### config.mk
export PLATFORM = sky130hd
export DESIGN_NAME = pbr_regs
export DESIGN_NICKNAME = d
export VERILOG_FILES = /design/src/hw/pbr_pkg.sv /design/src/hw/pbr_regs.sv
export SDC_FILE = /design/constraint.sdc
export NUM_CORES = 1
export LEC_CHECK = 0
export CORE_MARGIN = 2
export CORE_UTILIZATION = 35
export DETAILED_ROUTE_END_ITERATION = 8
export DONT_BUFFER_PORTS = 1
export PLACE_DENSITY = 0.5
export SKIP_CTS_REPAIR_TIMING = 1
export SYNTH_ARGS = -nofsm -noshare
export SYNTH_HDL_FRONTEND = slang
export SYNTH_SLANG_ARGS = --single-unit
### constraint.sdc
create_clock -name aclk -period 1.9 [get_ports aclk]
set_input_delay 0.19 -clock aclk [delete_from_list [all_inputs] [get_ports aclk]]
set_output_delay 0.19 -clock aclk [all_outputs]
set_load 0.02 [all_outputs]
### src/hw/pbr_pkg.sv
// pbr_pkg: constants for the pressure and baseline reference register bank.
// assumes one aclk domain and an AXI4-Lite register bus with 32-bit data.
package pbr_pkg;
	// bus geometry
	localparam int ADDR_W = 8;                   // byte address width
	localparam int IDX_W  = 6;                   // register index width
	localparam int DATA_W = 32;                  // bus data width

	// register indices; byte address is four times the index
	localparam logic [5:0] IDX_STATUS   = 6'h01;  // sticky status, read clears
	localparam logic [5:0] IDX_MASK     = 6'h02;  // interrupt mask
	localparam logic [5:0] IDX_PRES_HI  = 6'h0b;  // pressure reference high byte
	localparam logic [5:0] IDX_PRES_LO  = 6'h0c;  // pressure reference low byte
	localparam logic [5:0] IDX_BASE_HI  = 6'h0d;  // baseline reference high byte
	localparam logic [5:0] IDX_BASE_LO  = 6'h0e;  // baseline reference low byte
	localparam logic [5:0] IDX_SCRATCH  = 6'h0f;  // integrity test byte
	localparam logic [5:0] IDX_SOFT_RST = 6'h10;  // soft reset command, reads zero

	// reset values
	localparam logic [7:0]  RST_PRES_HI = 8'h03;
	localparam logic [7:0]  RST_PRES_LO = 8'hf7;
	localparam logic [15:0] RST_PRES    = {RST_PRES_HI, RST_PRES_LO};
	localparam logic [7:0]  RST_BASE_HI = 8'h01;
	localparam logic [7:0]  RST_BASE_LO = 8'h90;
	localparam logic [7:0]  RST_SCRATCH = 8'h00;
	localparam logic [2:0]  RST_MASK    = 3'h0;

	// valid ranges: pressure in hPa, baseline in ppm
	localparam logic [15:0] PRES_MIN = 16'h02ee;  // 750
	localparam logic [15:0] PRES_MAX = 16'h047e;  // 1150
	localparam logic [15:0] BASE_MIN = 16'h015e;  // 350
	localparam logic [15:0] BASE_MAX = 16'h05dc;  // 1500

	// status bit positions
	localparam int ST_W        = 3;
	localparam int ST_CMD_ERR  = 0;  // command error
	localparam int ST_PRES_LD  = 1;  // shadow pressure loaded
	localparam int ST_CMD_DONE = 2;  // valid soft command taken

	// soft reset command codes
	localparam logic [7:0] CMD_SOFT_RESET = 8'ha3;
	localparam logic [7:0] CMD_AUTO_BASELINE_CORRECTION_RESET = 8'hbc;
	localparam logic [7:0] CMD_VDD_OFF    = 8'hcd;
	localparam logic [7:0] CMD_SAVE_CAL   = 8'hcf;
	localparam logic [7:0] CMD_IIR_OFF    = 8'hdf;
	localparam logic [7:0] CMD_FCC_RESET  = 8'hfc;
	localparam logic [7:0] CMD_IIR_ON     = 8'hfe;

	// bus responses
	localparam logic [1:0] RESP_OKAY   = 2'b00;
	localparam logic [1:0] RESP_SLVERR = 2'b10;

	// write channel state
	typedef enum logic [1:0] {
		PBR_W_IDLE = 2'b01,
		PBR_W_RESP = 2'b10
	} pbr_wstate_t;
endpackage

### src/hw/pbr_regs.sv
// pbr_regs: AXI4-Lite register bank holding pressure and baseline references.
// assumes a single aclk, synchronous active-low reset, and a master that
// keeps at most one write and one read in flight.
//
// Operation
// - pressure pair is unsigned, 1 hPa per bit
// - device uses only the pressure shadow copy
// - low byte write loads full shadow value
// - high byte write leaves shadow untouched
// - default pressure means compensation stays off
// - pressure below 750 becomes 750
// - pressure above 1150 becomes 1150
// - out of range write sets command error
// - baseline pair feeds correction and calibration
// - baseline pair is signed, 1 ppm per bit
// - baseline below 350 becomes 350
// - baseline above 1500 becomes 1500
// - scratch byte stores and returns, no effect
// - invalid soft command sets command error
//
// Decided for this implementation: the AXI4-Lite register port.
`timescale 1ns/100ps
`default_nettype none
module pbr_regs
	import pbr_pkg::*;
(
	input  wire logic                        aclk,
	input  wire logic                        aresetn,
	input  wire logic [pbr_pkg::ADDR_W-1:0]  s_axi_awaddr,
	input  wire logic                        s_axi_awvalid,
	output logic                             s_axi_awready,
	input  wire logic [pbr_pkg::DATA_W-1:0]  s_axi_wdata,
	input  wire logic [3:0]                  s_axi_wstrb,
	input  wire logic                        s_axi_wvalid,
	output logic                             s_axi_wready,
	output logic [1:0]                       s_axi_bresp,
	output logic                             s_axi_bvalid,
	input  wire logic                        s_axi_bready,
	input  wire logic [pbr_pkg::ADDR_W-1:0]  s_axi_araddr,
	input  wire logic                        s_axi_arvalid,
	output logic                             s_axi_arready,
	output logic [pbr_pkg::DATA_W-1:0]       s_axi_rdata,
	output logic [1:0]                       s_axi_rresp,
	output logic                             s_axi_rvalid,
	input  wire logic                        s_axi_rready,
	output logic [15:0]                      pressure_shadow,
	output logic                             pressure_comp_on,
	output logic signed [15:0]               baseline_ref,
	output logic                             cmd_strobe,
	output logic [7:0]                       cmd_code,
	output logic                             irq
);
	import pbr_pkg::*;

	// byte address to register index; misaligned low bits are ignored
	function automatic logic [IDX_W-1:0] pbr_idx(input logic [ADDR_W-1:0] a);
		pbr_idx = a[ADDR_W-1:2];
	endfunction

	// true for every index that holds a register
	function automatic logic pbr_mapped(input logic [IDX_W-1:0] i);
		pbr_mapped = (i == IDX_STATUS) || (i == IDX_MASK) ||
			(i == IDX_PRES_HI) || (i == IDX_PRES_LO) ||
			(i == IDX_BASE_HI) || (i == IDX_BASE_LO) ||
			(i == IDX_SCRATCH) || (i == IDX_SOFT_RST);
	endfunction

	// true for the documented soft command codes
	function automatic logic pbr_cmd_ok(input logic [7:0] c);
		pbr_cmd_ok = (c == CMD_SOFT_RESET) || (c == CMD_AUTO_BASELINE_CORRECTION_RESET) ||
			(c == CMD_VDD_OFF) || (c == CMD_SAVE_CAL) ||
			(c == CMD_IIR_OFF) || (c == CMD_FCC_RESET) ||
			(c == CMD_IIR_ON);
	endfunction

	// write channel holding registers
	pbr_wstate_t      wstate;    // idle or answering
	logic             aw_held;   // address taken, waiting for data
	logic [IDX_W-1:0] aw_idx;    // held write index
	logic             w_held;    // data taken, waiting for address
	logic [7:0]       w_byte;    // held low data byte
	logic             w_lane0;   // held strobe for the only used lane

	// visible registers
	logic [7:0]       pres_hi;   // pressure high byte
	logic [7:0]       pres_lo;   // pressure low byte
	logic [7:0]       base_hi;   // baseline high byte
	logic [7:0]       base_lo;   // baseline low byte
	logic [7:0]       scratch;   // integrity test byte
	logic [ST_W-1:0]  status;    // sticky event bits
	logic [ST_W-1:0]  mask;      // interrupt enables

	// write decode
	logic             do_write;  // both halves present, slave idle
	logic             wr_en;     // write with lane 0 enabled
	logic             wr_pres_hi;
	logic             wr_pres_lo;
	logic             wr_base_hi;
	logic             wr_base_lo;
	logic             wr_scratch;
	logic             wr_mask;
	logic             wr_soft;

	// clamp datapath
	logic [15:0]        pres_join;    // stored high byte with new low byte
	logic               pres_lo_err;  // below lower limit
	logic               pres_hi_err;  // above upper limit
	logic [15:0]        pres_clamp;   // value after clamping
	logic signed [15:0] base_join;    // signed baseline candidate
	logic               base_lo_err;
	logic               base_hi_err;
	logic [15:0]        base_clamp;
	logic               cmd_bad;      // soft write with unknown code

	// read path and status update
	logic             rd_take;        // read address handshake
	logic [IDX_W-1:0] rd_idx;
	logic [7:0]       rd_byte;        // selected register byte
	logic [ST_W-1:0]  st_set;         // events this cycle
	logic [ST_W-1:0]  st_clr;         // cleared by a status read
	logic [ST_W-1:0]  next_status;

	// handshakes stay combinational; each side stalls until the answer drains
	assign s_axi_awready = !aw_held && (wstate == PBR_W_IDLE);
	assign s_axi_wready  = !w_held && (wstate == PBR_W_IDLE);
	assign s_axi_bvalid  = (wstate == PBR_W_RESP);
	assign s_axi_arready = !s_axi_rvalid;

	assign do_write   = aw_held && w_held && (wstate == PBR_W_IDLE);
	// a write without lane 0 still answers but changes nothing
	assign wr_en      = do_write && w_lane0;
	assign wr_pres_hi = wr_en && (aw_idx == IDX_PRES_HI);
	assign wr_pres_lo = wr_en && (aw_idx == IDX_PRES_LO);
	assign wr_base_hi = wr_en && (aw_idx == IDX_BASE_HI);
	assign wr_base_lo = wr_en && (aw_idx == IDX_BASE_LO);
	assign wr_scratch = wr_en && (aw_idx == IDX_SCRATCH);
	assign wr_mask    = wr_en && (aw_idx == IDX_MASK);
	assign wr_soft    = wr_en && (aw_idx == IDX_SOFT_RST);

	// pressure pair read as unsigned hPa, checked as a whole on the low write
	assign pres_join   = {pres_hi, w_byte};
	assign pres_lo_err = pres_join < PRES_MIN;
	assign pres_hi_err = pres_join > PRES_MAX;
	assign pres_clamp  = pres_lo_err ? PRES_MIN :
		(pres_hi_err ? PRES_MAX : pres_join);

	// baseline pair read as signed ppm, so negative values clamp low
	assign base_join   = $signed({base_hi, w_byte});
	assign base_lo_err = base_join < $signed(BASE_MIN);
	assign base_hi_err = base_join > $signed(BASE_MAX);
	assign base_clamp  = base_lo_err ? BASE_MIN :
		(base_hi_err ? BASE_MAX : base_join);

	assign cmd_bad = wr_soft && !pbr_cmd_ok(w_byte);

	// event collection; the error bit gathers range errors and invalid commands, not unmapped writes
	assign st_set[ST_CMD_ERR]  = (wr_pres_lo && (pres_lo_err || pres_hi_err)) ||
		(wr_base_lo && (base_lo_err || base_hi_err)) || cmd_bad;
	assign st_set[ST_PRES_LD]  = wr_pres_lo;
	assign st_set[ST_CMD_DONE] = wr_soft && !cmd_bad;

	// a status read clears, but an event in the same cycle is kept
	assign rd_take     = s_axi_arvalid && s_axi_arready;
	assign rd_idx      = pbr_idx(s_axi_araddr);
	assign st_clr      = (rd_take && (rd_idx == IDX_STATUS)) ? status : '0;
	assign next_status = (status & ~st_clr) | st_set;

	// read mux; soft command register always reads zero
	assign rd_byte =
		(rd_idx == IDX_STATUS)  ? {{(8-ST_W){1'b0}}, status} :
		(rd_idx == IDX_MASK)    ? {{(8-ST_W){1'b0}}, mask}   :
		(rd_idx == IDX_PRES_HI) ? pres_hi :
		(rd_idx == IDX_PRES_LO) ? pres_lo :
		(rd_idx == IDX_BASE_HI) ? base_hi :
		(rd_idx == IDX_BASE_LO) ? base_lo :
		(rd_idx == IDX_SCRATCH) ? scratch : 8'h00;

	// device-facing values
	assign baseline_ref     = $signed({base_hi, base_lo});
	// left at its default the reference means no compensation at all
	assign pressure_comp_on = (pressure_shadow != RST_PRES);
	assign irq              = |(status & mask);

	// address and data are caught independently, in either order
	always_ff @(posedge aclk) begin
		if (!aresetn) begin
			aw_held <= 1'b0;
			aw_idx  <= '0;
			w_held  <= 1'b0;
			w_byte  <= 8'h00;
			w_lane0 <= 1'b0;
		end else begin
			if (s_axi_awvalid && s_axi_awready) begin
				aw_held <= 1'b1;
				aw_idx  <= pbr_idx(s_axi_awaddr);
			end else if (do_write) begin
				aw_held <= 1'b0;
			end
			if (s_axi_wvalid && s_axi_wready) begin
				w_held  <= 1'b1;
				w_byte  <= s_axi_wdata[7:0];
				w_lane0 <= s_axi_wstrb[0];
			end else if (do_write) begin
				w_held <= 1'b0;
			end
		end
	end

	// write response state; unmapped indices answer with a slave error
	always_ff @(posedge aclk) begin
		if (!aresetn) begin
			wstate      <= PBR_W_IDLE;
			s_axi_bresp <= RESP_OKAY;
		end else begin
			case (wstate)
				PBR_W_IDLE: begin
					if (do_write) begin
						wstate      <= PBR_W_RESP;
						s_axi_bresp <= pbr_mapped(aw_idx) ? RESP_OKAY : RESP_SLVERR;
					end
				end
				PBR_W_RESP: begin
					if (s_axi_bready) begin
						wstate <= PBR_W_IDLE;
					end
				end
				default: begin
					wstate <= PBR_W_IDLE;
				end
			endcase
		end
	end

	// pressure bytes and shadow; only the low write moves the shadow
	always_ff @(posedge aclk) begin
		if (!aresetn) begin
			pres_hi         <= RST_PRES_HI;
			pres_lo         <= RST_PRES_LO;
			pressure_shadow <= RST_PRES;
		end else if (wr_pres_hi) begin
			pres_hi <= w_byte;
		end else if (wr_pres_lo) begin
			pres_hi         <= pres_clamp[15:8];
			pres_lo         <= pres_clamp[7:0];
			pressure_shadow <= pres_clamp;
		end
	end

	// baseline bytes; the clamped pair is written back on the low write
	always_ff @(posedge aclk) begin
		if (!aresetn) begin
			base_hi <= RST_BASE_HI;
			base_lo <= RST_BASE_LO;
		end else if (wr_base_hi) begin
			base_hi <= w_byte;
		end else if (wr_base_lo) begin
			base_hi <= base_clamp[15:8];
			base_lo <= base_clamp[7:0];
		end
	end

	// scratch byte feeds nothing but the read mux
	always_ff @(posedge aclk) begin
		if (!aresetn) begin
			scratch <= RST_SCRATCH;
		end else if (wr_scratch) begin
			scratch <= w_byte;
		end
	end

	// status, mask and the command strobe to the device core
	always_ff @(posedge aclk) begin
		if (!aresetn) begin
			status     <= '0;
			mask       <= RST_MASK;
			cmd_strobe <= 1'b0;
			cmd_code   <= 8'h00;
		end else begin
			status     <= next_status;
			cmd_strobe <= wr_soft && !cmd_bad;
			if (wr_mask) begin
				mask <= w_byte[ST_W-1:0];
			end
			if (wr_soft && !cmd_bad) begin
				cmd_code <= w_byte;
			end
		end
	end

	// read channel; one cycle from address to data
	always_ff @(posedge aclk) begin
		if (!aresetn) begin
			s_axi_rvalid <= 1'b0;
			s_axi_rdata  <= '0;
			s_axi_rresp  <= RESP_OKAY;
		end else if (rd_take) begin
			s_axi_rvalid <= 1'b1;
			s_axi_rdata  <= {{(DATA_W-8){1'b0}}, rd_byte};
			s_axi_rresp  <= pbr_mapped(rd_idx) ? RESP_OKAY : RESP_SLVERR;
		end else if (s_axi_rready) begin
			s_axi_rvalid <= 1'b0;
		end
	end
endmodule
`default_nettype wire

**Word-level counts from Yosys, hierarchy flattened**

Index checks and enable logic that the tools add are counted.

- Register bits after elaboration: 103
- Output and inout port bits: 84

- Reduce and logical (&&, ||, !) cells: 61
- Bitwise logic cells: 6
- Multiplexer cells: 26
- Equality and inequality tests: 28
- Magnitude comparators: 4

Operators by type and width:

| kind | number |
|---|---|
| 8-bit 2-to-1 mux | 11 |
| 16-bit 2-to-1 mux | 4 |
| 6-bit by 4-bit equality test with 1-bit output (second input constant) | 10 |
| 8-bit equality test (second input constant) | 7 |
| 16-bit by 10-bit less-than comparator with 1-bit output (second input constant) | 2 |
| 1-bit logical OR | 24 |
| 1-bit logical AND | 20 |
| 16-bit by 11-bit > comparator with 1-bit output (second input constant) | 1 |
| 16-bit by 12-bit > comparator with 1-bit output (second input constant) | 1 |
| 16-bit by 10-bit inequality test with 1-bit output (second input constant) | 1 |
| 6-bit by 1-bit equality test with 1-bit output (second input constant) | 2 |
| 6-bit by 2-bit equality test with 1-bit output (second input constant) | 2 |
| 6-bit by 5-bit equality test with 1-bit output (second input constant) | 2 |
| 2-bit AND reduction | 5 |
| 2-bit nonzero test | 5 |
| 2-bit 2-to-1 mux | 4 |
| 3-bit AND | 2 |
| 1-bit zero test | 5 |
| 1-bit 2-to-1 mux | 5 |
| 2-bit one-hot mux with 2 select lines | 1 |
| 3-bit 2-to-1 mux | 1 |
| 3-bit inverter | 1 |
| 3-bit bitwise OR | 1 |
| 3-bit nonzero test | 1 |
| 6 further kinds | 7 |

**Logic depth before layout (Yosys ltp)**

Gate-level depths: netlist of the first run.

- Depth in word-level cells: 12
- Gate-level depth with buffers: 8

**Worst setup path after synthesis of the first run**

No wires, ideal clock.

- Path type: register to register
- Start: reg base_hi[3]
- End: reg status[0]
- Data required time: 1780 ps
- Stages on the path, launching flop included: 7
- Setup slack: 105 ps
- Arrival: 1675 ps
- Period minus slack after synthesis: 1795 ps
- Setup time: 120 ps
- Cells stage by stage: dfxtp_1 and4bb_1 and4b_1 o22a_2 o21ai_4 nand2_1 o31a_1

- Word-level cells in the longest chain between the ends: 6
- Elaborated cells on any way between the ends: 7
- Classes of those cells: order compare: 2; bitwise: 1; reduce/logical: 4

Ends and longest elaborated chain:

| what | line | RTL |
|---|---|---|
| from (decl) | pbr_regs.sv:87 | `logic [7:0] base_hi;` |
| from (signal assigned) | pbr_regs.sv:255 | `base_hi <= w_byte;` |
| from (signal assigned) | pbr_regs.sv:257 | `base_hi <= base_clamp[15:8];` |
| 16-bit by 10-bit less-than comparator with 1-bit output / 16-bit by 12-bit > comparator with 1-bit output (equally long branches) | pbr_regs.sv:149, pbr_regs.sv:150 |  |
| 1-bit logical OR * | pbr_regs.sv:158 | `(wr_base_lo && (base_lo_err \|\| base_hi_err)) \|\| cmd_bad;` |
| 1-bit logical AND * | pbr_regs.sv:158 |  |
| 1-bit logical OR * | pbr_regs.sv:157 | `assign st_set[ST_CMD_ERR] = (wr_pres_lo && (pres_lo_err \|\| pres_hi_err)) \|\|` |
| 1-bit logical OR * | pbr_regs.sv:158 |  |
| 3-bit bitwise OR * | pbr_regs.sv:166 | `assign next_status = (status & ~st_clr) \| st_set;` |
| to (signal assigned) | pbr_regs.sv:279 | `status <= next_status;` |
| to (decl) | pbr_regs.sv:90 | `logic [ST_W-1:0] status;` |

Every way passes the cells marked *; elsewhere a longest branch is shown, timed or not.
A chain may end at the register's enable or synchronous reset.

**Final worst setup path of the first run**

- Start: reg w_byte[3]
- End: reg status[0]

- Word-level cells in the longest chain between the ends: 11
- Elaborated cells on any way between the ends: 26
- Classes of those cells: order compare: 4; eq/ne: 7; bitwise: 1; reduce/logical: 14

Ends and longest elaborated chain:

| what | line | RTL |
|---|---|---|
| from (decl) | pbr_regs.sv:81 | `logic [7:0] w_byte;` |
| from (signal assigned) | pbr_regs.sv:201 | `w_byte <= s_axi_wdata[7:0];` |
| branches (longest 9 deep; another with 16-bit by 10-bit less-than comparator with 1-bit output) | - |  |
| 1-bit logical OR * | pbr_regs.sv:158 |  |
| 3-bit bitwise OR * | pbr_regs.sv:166 |  |

Every way passes the cells marked *.

==> out/qor.yml, run 1 <==
run_status:
  status: "finished, violations left"
  violations: "negative hold slack"
clock_tree:
  cts_tree: "yes"
  clockBufferDepth: 2
  numCtsBuffers: 9
  clk_pin_slew_ns: 0.07
  clock_sinks: 93
  cts_htree_levels: 3
  clock-root-buffer: "clkbuf_16"
  clock_latency_ns: 0.35
sta:
  hold_viol_final: 11
  finClkSkew_ns: 0.00618
  rsz0062_at_grt: "false"
  max_freq_ghz: 0.539
  final_max_slew_viol_count: 0
  min_period_over_period: 0.977
  timing.hold.ws_ns: -0.0264
  final-setup-viol-count: 0
  setup_ws_ns: 0.0443
  slew_headroom: 0.349
  tns_ns: 0
  timing.final.crit_period_ns: 1.86
  worst_pin_slew_ns: 0.973
synthesis:
  synth_compound_area_frac: 0.148
  ys_types: 74
  synth_top_family_by_area: "simple AND/OR/NAND/NOR gates"
  ys_warn_count: 0
  syn_area_per_cell_um2: 8.83
  synth_mux_area_frac: 0.0916
  synth_edf_count: 0
  synth_area_um2: 4520
  synth.top_cells.by_count: "93 x dfxtp_1, 82 x nand2_1, 40 x nor2_1, 36 x a21oi_1, 31 x buf_4"
  synth_cells: 512
  yosysSeqAreaShare: 0.412
  synthSimpleGateAreaFrac: 0.264
  synth.most_common_cell: "dfxtp_1"
  synth_fa_ha_area_frac: 0
  synthXorXnorAreaFrac: 0
  synth_top_area_cell: "dfxtp_1"
  async_reset_ff_frac: 0
  ys.flop_type: "dfxtp_1"
  ys_ff_latch: 93
  synth.area.top_cells: "dfxtp_1 41%, nand2_1 6.8%, buf_4 5.1%, mux2i_1 5.1%, a21oi_1 4.0%"
  netlist.area_leader.share: 0.412
layout:
  diodes: 0
  stdcell_count: 740
  nets: 622
  post-route-util: 0.433
  drive_gt1_frac: 0.206
  area_delta_synth_final_pct: 20.9
place:
  portBuffers: 0
  place_hpwl_mm: 9.32
  routabilityCongestion: 0.879
  place_ws_ns: 0.0109
  place_inst: 711
setup_path:
  r2r-end: "status[0]$_SDFF_PN0_"
  worst-r2r-setup-slack_ns: 0.04
  cp.required_ns: 2.14
  worst-setup-path-type: "reg2reg"
  cp-end-kind: "register"
  critPathMaxFanout: 6
  worst_ep_arrival_time_ns: 2.10
  cp-start-kind: "register"
  reg2reg_depth: 7
  r2r-start: "w_byte[3]$_SDFFE_PN0P_"
worst_hold_path:
  hold-path-endpoint: "w_byte[3]$_SDFFE_PN0P_"
  hold_path_class: "in2reg"
  holdPathStages: 2
  min_from: "s_axi_wdata[3]"
floorplan:
  start_util: 0.358
  die-area_um2: 13800
  ioPinCount: 143
  dieHeight_um: 118
  die_w_um: 118
  core_area_um2: 12600
  rows: 41
power:
  total_power_mw: 4.52
  power.density_nw_per_um2: 828
  p_leak_nw: 2.26
  irDropWorstVdd_mv: 0.381
route:
  drt_wl_total_mm: 13.2
  ant_nets: 0
  dr.pass1.iters: 9
  drt-vias-per-instance: 5.31
  drtIter0Drc: 302
  wl_per_cell_um: 17.8
  route.detailed.drc: 0
  num_vias: 3933
global_routing:
  grt_max_degree: 48
  antenna_found_initial: 0
  grt_pass1_vias: 3667
  grt_first_pass_wirelength_mm: 20.0
  grt_usage: 0.185
  overflow: 0
job:
  cap_violations: 0
==> logic make-up after synthesis <==
family	count (synthesis)
compound gates	100
buf+inv	67
flops	93
mux	31
other cells	1
simple gates	220
==> power by group <==
| part | internal [mW] | leakage, nW | switching, mW | total, mW |
|---|---|---|---|---|
| logic | 0.157 | 1.34 | 0.247 | 0.404 |
| registers | 1.99 | 0.754 | 0.0486 | 2.04 |
| clock network | 1.32 | 0.167 | 0.763 | 2.08 |
==> cell type report <==
class / count / area [um2]
Fill cell: 1265 / 7160
Multi-Input combinational cell: 378 / 2420
Sequential cell: 93 / 1860
Timing Repair Buffer: 71 / 584
Clock buffer: 12 / 246
Tap cell: 172 / 215
Clock inverter: 4 / 95.1
Inverter: 10 / 37.5
==> cells in the final DEF (no fill, tap or decap), types with 3 or more instances in the layout <==
master / n
o21ai_0: 18
nor2b_1: 5
nand2_1: 82
and2_1: 9
nor3_1: 3
nand3_1: 17
nand4_1: 5
a31oi_1: 3
nor4_2: 3
nand2b_1: 5
dlygate4sd3_1: 9
and3_1: 10
a22oi_1: 5
clkbuf_16: 9
bufinv_16: 3
a222oi_1: 3
nand4b_1: 8
o221a_2: 3
inv_1: 10
conb_1: 26
mux2i_1: 23
mux4_2: 7
nor3b_1: 3
dfxtp_1: 91
buf_4: 59
a21oi_1: 35
o211ai_1: 3
nor2_1: 39
o22ai_1: 3
a221oi_1: 3
==> layer usage <==
layer	wire (um)	global-route usage	vias up	part of all wire
met5	0	0	-	0
met4	301	0.0836	0	0.023
met3	763	0.0368	20	0.058
met2	6250	0.293	154	0.47
met1	5870	0.243	1882	0.45
li1	-	-	1877	-
==> worst max-delay path: stages, from the launching register on <==
cell	delay, ns
dfxtp_2	0.34
or4b_1	0.53
o21ai_2	0.14
a21oi_2	0.08
o21ai_2	0.15
buf_6	0.14
a21boi_0	0.11
o31a_1	0.25
==> metrics by stage <==
step / area (um2) / hold WS (ns)
3_3_place_gp: 4950 / 0.273
4_1_cts: 5300 / -0.0968
5_1_grt: 5460 / 0.000141
3_5_place_dp: 4950 / 0.270
6_report: 5460 / -0.0264
2_1_floorplan: 4610 / 0.289
==> how the worst max path moves through the flow <==
stage | start | end | slack [ns] | depth (start not counted)
floorplan | base_hi[3]$_SDFFE_PN0P_ | status[0]$_SDFF_PN0_ | 0.11 | 6
global placement | pres_hi[4]$_SDFFE_PN0P_ | pressure_shadow[2]$_SDFFE_PN1P_ | 0.05 | 7
detailed placement | w_byte[4]$_SDFFE_PN0P_ | cmd_code[5]$_SDFFE_PN0P_ | 0.01 | 6
CTS | pressure_shadow[13]$_SDFFE_PN0P_ | pressure_comp_on | -0.02 | 3
global route | w_byte[2]$_SDFFE_PN0P_ | status[0]$_SDFF_PN0_ | 0.004 | 6
finish | w_byte[3]$_SDFFE_PN0P_ | status[0]$_SDFF_PN0_ | 0.04 | 7
==> flip-flops by register name, indices dropped and copies added, names as in the netlist, 2 cells and up <==
register / flops
aw_idx: 6
scratch: 8
s_axi_rdata: 8
base_lo: 8
wstate: 2
cmd_code: 8
base_hi: 8
status: 3
mask: 3
pressure_shadow: 16
pres_hi: 8
w_byte: 8
Note: power is estimated with default switching activity, not from simulation.
==> run 2: changes to the inputs <==
CTS_BUF_LIST = sky130_fd_sc_hd__clkbuf_16   (was not set)
==> run 2 against run 1 <==
- the flow still finishes with violations (negative hold slack)
- via count shrank 0.48%
- combinational power is essentially flat
- critical path depth is the same
- count of clock-buffer cells in the layout shrank 3
- maximum frequency grew 0.16%
- sequential share of layout area grew 0.063 points
- cell area shrank 0.18%
- clock skew is essentially flat
- worst setup slack gained 0.0029 ns
==> out/qor.yml, run 2 (synthesized netlist as in run 1, its figures left out) <==
global_routing:
  grt_usage: 0.185  # unchanged
  antenna_found_initial: 0  # unchanged
  grt_first_pass_wirelength_mm: 20.0  # unchanged
  overflow: 0  # unchanged
  grt_pass1_vias: 3667  # unchanged
  grt_max_degree: 48  # unchanged
clock_tree:
  numCtsBuffers: 9  # unchanged
  clockBufferDepth: 2  # unchanged
  cts_tree: "yes"
  clock_latency_ns: 0.35  # about the same
  clock_sinks: 93  # unchanged
  clock-root-buffer: "clkbuf_16"
  cts_htree_levels: 3  # unchanged
  clk_pin_slew_ns: 0.06  # about the same
setup_path:
  worst-setup-path-type: "reg2reg"
  critPathSlowestCell: "or4b_1"
  cp-start-kind: "register"
  worst_ep_arrival_time_ns: 2.09  # about the same
  cp.required_ns: 2.14  # about the same
  path_common_cell: "o21ai_2"
  r2r-end: "status[0]$_SDFF_PN0_"
  startpoint: "w_byte[3]$_SDFFE_PN0P_"
  path_cells: "or4b_1, o21ai_2, a21oi_2, o21ai_2, buf_6, a21boi_0, o31a_1"
  critPathMaxFanout: 6  # unchanged
  cp-end-kind: "register"
  cpPeakStageDelay_ns: 0.53  # about the same
  worst-r2r-setup-slack_ns: 0.05  # about the same
  reg2reg_depth: 7  # unchanged
  r2r-start: "w_byte[3]$_SDFFE_PN0P_"
layout:
  diodes: 0  # unchanged
  largest-register: "pressure_shadow"
  nets: 622  # unchanged
  final_common_cell: "dfxtp_1"
  layout_common_cells: "91 x dfxtp_1, 82 x nand2_1, 59 x buf_4, 39 x nor2_1, 35 x a21oi_1"
  largest_reg_flops: 16  # unchanged
  area_delta_synth_final_pct: 20.7
  drive_gt1_frac: 0.204  # -0.00176
sta:
  finClkSkew_ns: 0.00592  # -0.000265 ns
  min_period_over_period: 0.975  # -0.00155
  worst_pin_slew_ns: 0.997  # +0.0237 ns
  slew_headroom: 0.333  # -0.0158
  final-setup-viol-count: 0  # unchanged
  rsz0062_at_grt: "false"
  timing.final.crit_period_ns: 1.85  # -0.00294 ns
  max_freq_ghz: 0.540  # +0.16%
  setup_ws_ns: 0.0472  # +0.00294 ns
  timing.hold.ws_ns: -0.0252  # +0.00122 ns
  final_max_slew_viol_count: 0  # unchanged
  hold_viol_final: 10  # -1
power:
  seqPwrFrac: 0.455  # +0.005
  switching_power_mw: 1.06  # -0.27%
  pwr-share-clk: 0.454  # -0.007
  power.internal_mw: 3.41  # -1.5%
  total_power_mw: 4.47  # -1.2%
  p_comb_frac: 0.091  # +0.002
  swShare: 0.236  # +0.00219
  p_leak_nw: 2.26  # +0.12%
  irDropWorstVdd_mv: 0.381  # +0.12%
  power.density_nw_per_um2: 819  # -1.0%
job:
  cap_violations: 0  # unchanged
floorplan:
  die_w_um: 118  # unchanged
  start_util: 0.358  # unchanged
  ioPinCount: 143  # unchanged
  die-area_um2: 13800  # unchanged
  rows: 41  # unchanged
  dieHeight_um: 118  # unchanged
  core_area_um2: 12600  # unchanged
place:
  routabilityCongestion: 0.879  # unchanged
  portBuffers: 0  # unchanged
  place_hpwl_mm: 9.32  # unchanged
  place_ws_ns: 0.0109  # unchanged
route:
  ant_nets: 0  # unchanged
  wl_per_cell_um: 17.8  # about the same
  num_vias: 3914  # -0.48%
  dr.pass1.iters: 8  # -1
  route.detailed.drc: 0  # unchanged
  drt-vias-per-instance: 5.29  # -0.48%
  drt_wl_total_mm: 13.2  # about the same
  drtIter0Drc: 261  # -14%
run_status:
  status: "finished, violations left"
  violations: "negative hold slack"
worst_hold_path:
  holdPathStages: 2  # unchanged
  hold-path-endpoint: "w_byte[3]$_SDFFE_PN0P_"
  hold_path_class: "in2reg"
  min_from: "s_axi_wdata[3]"
## run 2: cell types whose count changed in the layout (fill, tap and decap cells not counted), sizes merged
cell    delta
clkbuf     -3
inv        +2
clkinv     +1
## run 2: worst max-delay path: cells and delay by family (launching register included)
kind / cells / cell delay (ns)
AO/OA/AOI/OAI: 5 / 0.71
buffers and inverters: 1 / 0.14
AND/OR/NAND/NOR: 1 / 0.53
flip-flops: 1 / 0.34
## run 2: metal layers
layer,up-vias,global-route usage,wire length (um)
li1,1877,-,-
met1,1857,0.243,5780
met2,163,0.293,6310
met3,17,0.0368,847
met4,0,0.0836,254
met5,-,0,0
## run 2: worst max-delay path by stage
stage          cells after the start  slack [ns]                              end
2_1_floorplan                      6        0.11             status[0]$_SDFF_PN0_
3_3_place_gp                       7        0.05  pressure_shadow[2]$_SDFFE_PN1P_
3_5_place_dp                       6        0.01         cmd_code[5]$_SDFFE_PN0P_
4_1_cts                            3       -0.02                 pressure_comp_on
5_1_grt                            6       0.003             status[0]$_SDFF_PN0_
6_report                           7        0.05             status[0]$_SDFF_PN0_
## run 2: through the flow
step            util  cell area [um2]  TNS (ns)  cells
2_1_floorplan      -             4610         0    537
3_3_place_gp   0.393             4950         0    711
3_5_place_dp   0.393             4950         0    711
4_1_cts        0.419             5290   -0.0201    727
5_1_grt        0.432             5450         0    740
6_report       0.432             5450         0    740
## run 2: final cells by class
cell class | instances | area, um2
fillers | 1269 | 7170
well taps | 172 | 215
clock buffers | 9 | 225
multi-input cells | 378 | 2420
repair buffers | 71 | 584
flip-flops and latches | 93 | 1860
clock inverters | 7 | 106
inverters | 10 | 37.5
## run 2: power groups by stage
stage	Combinational [mW]	Sequential (mW)	Clock, mW
final	0.405	2.04	2.03
after global routing	0.440	2.04	2.15
after global placement	0.372	2.08	0
after detailed placement	0.376	2.08	0
after CTS	0.377	2.03	2.08
after floorplan	0.331	2.06	0
==> run 3: changes to the inputs <==
CORE_ASPECT_RATIO = 0.9   (was not set)
CORE_UTILIZATION = 54   (was 35)
PLACE_DENSITY = 0.7   (was 0.5)
==> run 3 against run 2 <==
- the run still ends with negative hold slack left
- count of clock-buffer cells in the layout did not move
- sequential power barely moved
- first-iteration DRC count fell by 16%
- non-clock buffer count fell by 8
- critical path depth fell by 4
- flip-flop and latch count did not move
- worst setup slack got worse by 0.0093 ns
- utilization rose by 23 points
- critical path type is now reg2out
==> out/qor.yml, run 3 (synthesized netlist as in run 1, its figures left out) <==
run_status:
  violations: "negative hold slack"
  status: "finished, violations left"
route:
  drt_wl_total_mm: 12.5  # -5.1%
  route.detailed.drc: 0  # unchanged
  drt-vias-per-instance: 6.08  # +15%
  drtIter0Drc: 218  # -16%
  dr.pass1.iters: 5  # -3
  ant_nets: 0  # unchanged
  num_vias: 4004  # +2.3%
  wl_per_cell_um: 19.0  # +6.6%
floorplan:
  core_area_um2: 8070  # -36%
  die-area_um2: 9120  # -34%
  dieHeight_um: 90.8  # -23%
  rows: 31  # -24%
  ioPinCount: 143  # unchanged
  die_w_um: 100  # -15%
  start_util: 0.560  # +0.202
setup_path:
  cp-start-kind: "register"
  critPathMaxFanout: 3  # -3
  cp.required_ns: 1.71  # -0.43 ns
  worst-setup-path-type: "reg2out"
  cp-end-kind: "primary output"
  worst_ep_arrival_time_ns: 1.67  # -0.42 ns
  reg2reg_depth: 6  # -1
clock_tree:
  cts_htree_levels: 3  # unchanged
  clock_latency_ns: 0.34  # about the same
  clockBufferDepth: 2  # unchanged
  clock-root-buffer: "clkbuf_16"
  clock_sinks: 93  # unchanged
  numCtsBuffers: 9  # unchanged
  cts_tree: "yes"
  clk_pin_slew_ns: 0.06  # about the same
sta:
  timing.hold.ws_ns: -0.0172  # +0.00801 ns
  setup_ws_ns: 0.0379  # -0.00929 ns
  final_max_slew_viol_count: 0  # unchanged
  slew_headroom: 0.496  # +0.163
  worst_pin_slew_ns: 0.754  # -0.243 ns
  max_freq_ghz: 0.537  # -0.50%
  hold_viol_final: 7  # -3
  timing.final.crit_period_ns: 1.86  # +0.00929 ns
  tns_ns: 0  # unchanged
  finClkSkew_ns: 0.00360  # -0.00232 ns
  min_period_over_period: 0.980  # +0.00489
  final-setup-viol-count: 0  # unchanged
worst_hold_path:
  hold_path_class: "in2reg"
  holdPathStages: 2  # unchanged
power:
  power.density_nw_per_um2: 868  # +5.9%
  p_leak_nw: 2.23  # -1.4%
  irDropWorstVdd_mv: 0.568  # +49%
job:
  cap_violations: 0  # unchanged
layout:
  area_delta_synth_final_pct: 17.8
  largest_reg_flops: 16  # unchanged
  nets: 614  # -1.3%
  layout_common_cells: "87 x dfxtp_1, 82 x nand2_1, 55 x buf_4, 39 x nor2_1, 36 x a21oi_1"
  diodes: 0  # unchanged
  largest-register: "pressure_shadow"
  drive_gt1_frac: 0.204  # -0.000654
  final_common_cell: "dfxtp_1"
place:
  routabilityCongestion: 0.987  # +12%
  portBuffers: 0  # unchanged
  place_hpwl_mm: 8.58  # -8.0%
  place_ws_ns: 0.0611  # +0.0503 ns
global_routing:
  grt_usage: 0.268  # +0.0830
  grt_max_degree: 48  # unchanged
  grt_pass1_vias: 3653  # -0.38%
  grt_first_pass_wirelength_mm: 19.1  # -4.4%
  antenna_found_initial: 0  # unchanged
  overflow: 0  # unchanged
-- run 3: cell count changes in the layout (fill, tap and decap cells not counted), sizes merged --
cell         delta
buf             -6
clkinv          -1
bufinv          +1
dlygate4sd3     -2
clkinvlp        +1
inv             -1
-- run 3: critical path: stages (launching register included) --
cell and delay (ns):
dfxtp_1 0.39, nor4_2 0.30, nand4_1 0.17, or3_4 0.47
-- run 3: worst paths after layout --
path | startpoint | endpoint | slack (ns)
worst max-delay path | pressure_shadow[12]$_SDFFE_PN0P_ | pressure_comp_on | 0.04
worst min-delay path | s_axi_wdata[1] | w_byte[1]$_SDFFE_PN0P_ | -0.02
worst max register to register | base_hi[1]$_SDFFE_PN0P_ | status[0]$_SDFF_PN0_ | 0.06
worst min register to register | w_lane0$_SDFFE_PN0P_ | w_lane0$_SDFFE_PN0P_ | 0.46
-- run 3: per-layer routing --
layer / share of wire / wire length, um / GRT usage
met5: 0 / 0 / 0
met4: 0.022 / 278 / 0.0719
met3: 0.082 / 1030 / 0.0820
met2: 0.48 / 5990 / 0.424
met1: 0.42 / 5220 / 0.353
-- run 3: through the flow --
stage	hold slack, ns	cells	instance area [um2]	power, mW	util
2_1_floorplan	0.289	537	4610	2.40	-
4_1_cts	-0.0788	649	5180	4.60	0.642
3_3_place_gp	0.262	633	4810	2.43	0.596
3_5_place_dp	0.268	633	4810	2.44	0.596
6_report	-0.0172	659	5320	4.62	0.660
5_1_grt	0.000378	659	5320	4.77	0.660
-- run 3: area by class of cell --
type	count	area, um2
clock buffer	9	225
clock inverter	7	145
fill	656	2750
inverter	10	37.5
multi-input combinational	378	2420
sequential	93	1870
tap	99	124
timing repair buffer	63	503
-- run 3: power by group --
part | switching [mW] | total (mW) | leakage [nW] | internal, mW
Sequential | 0.0477 | 2.03 | 0.756 | 1.99
Clock | 0.770 | 2.20 | 0.176 | 1.43
Combinational | 0.243 | 0.389 | 1.30 | 0.146
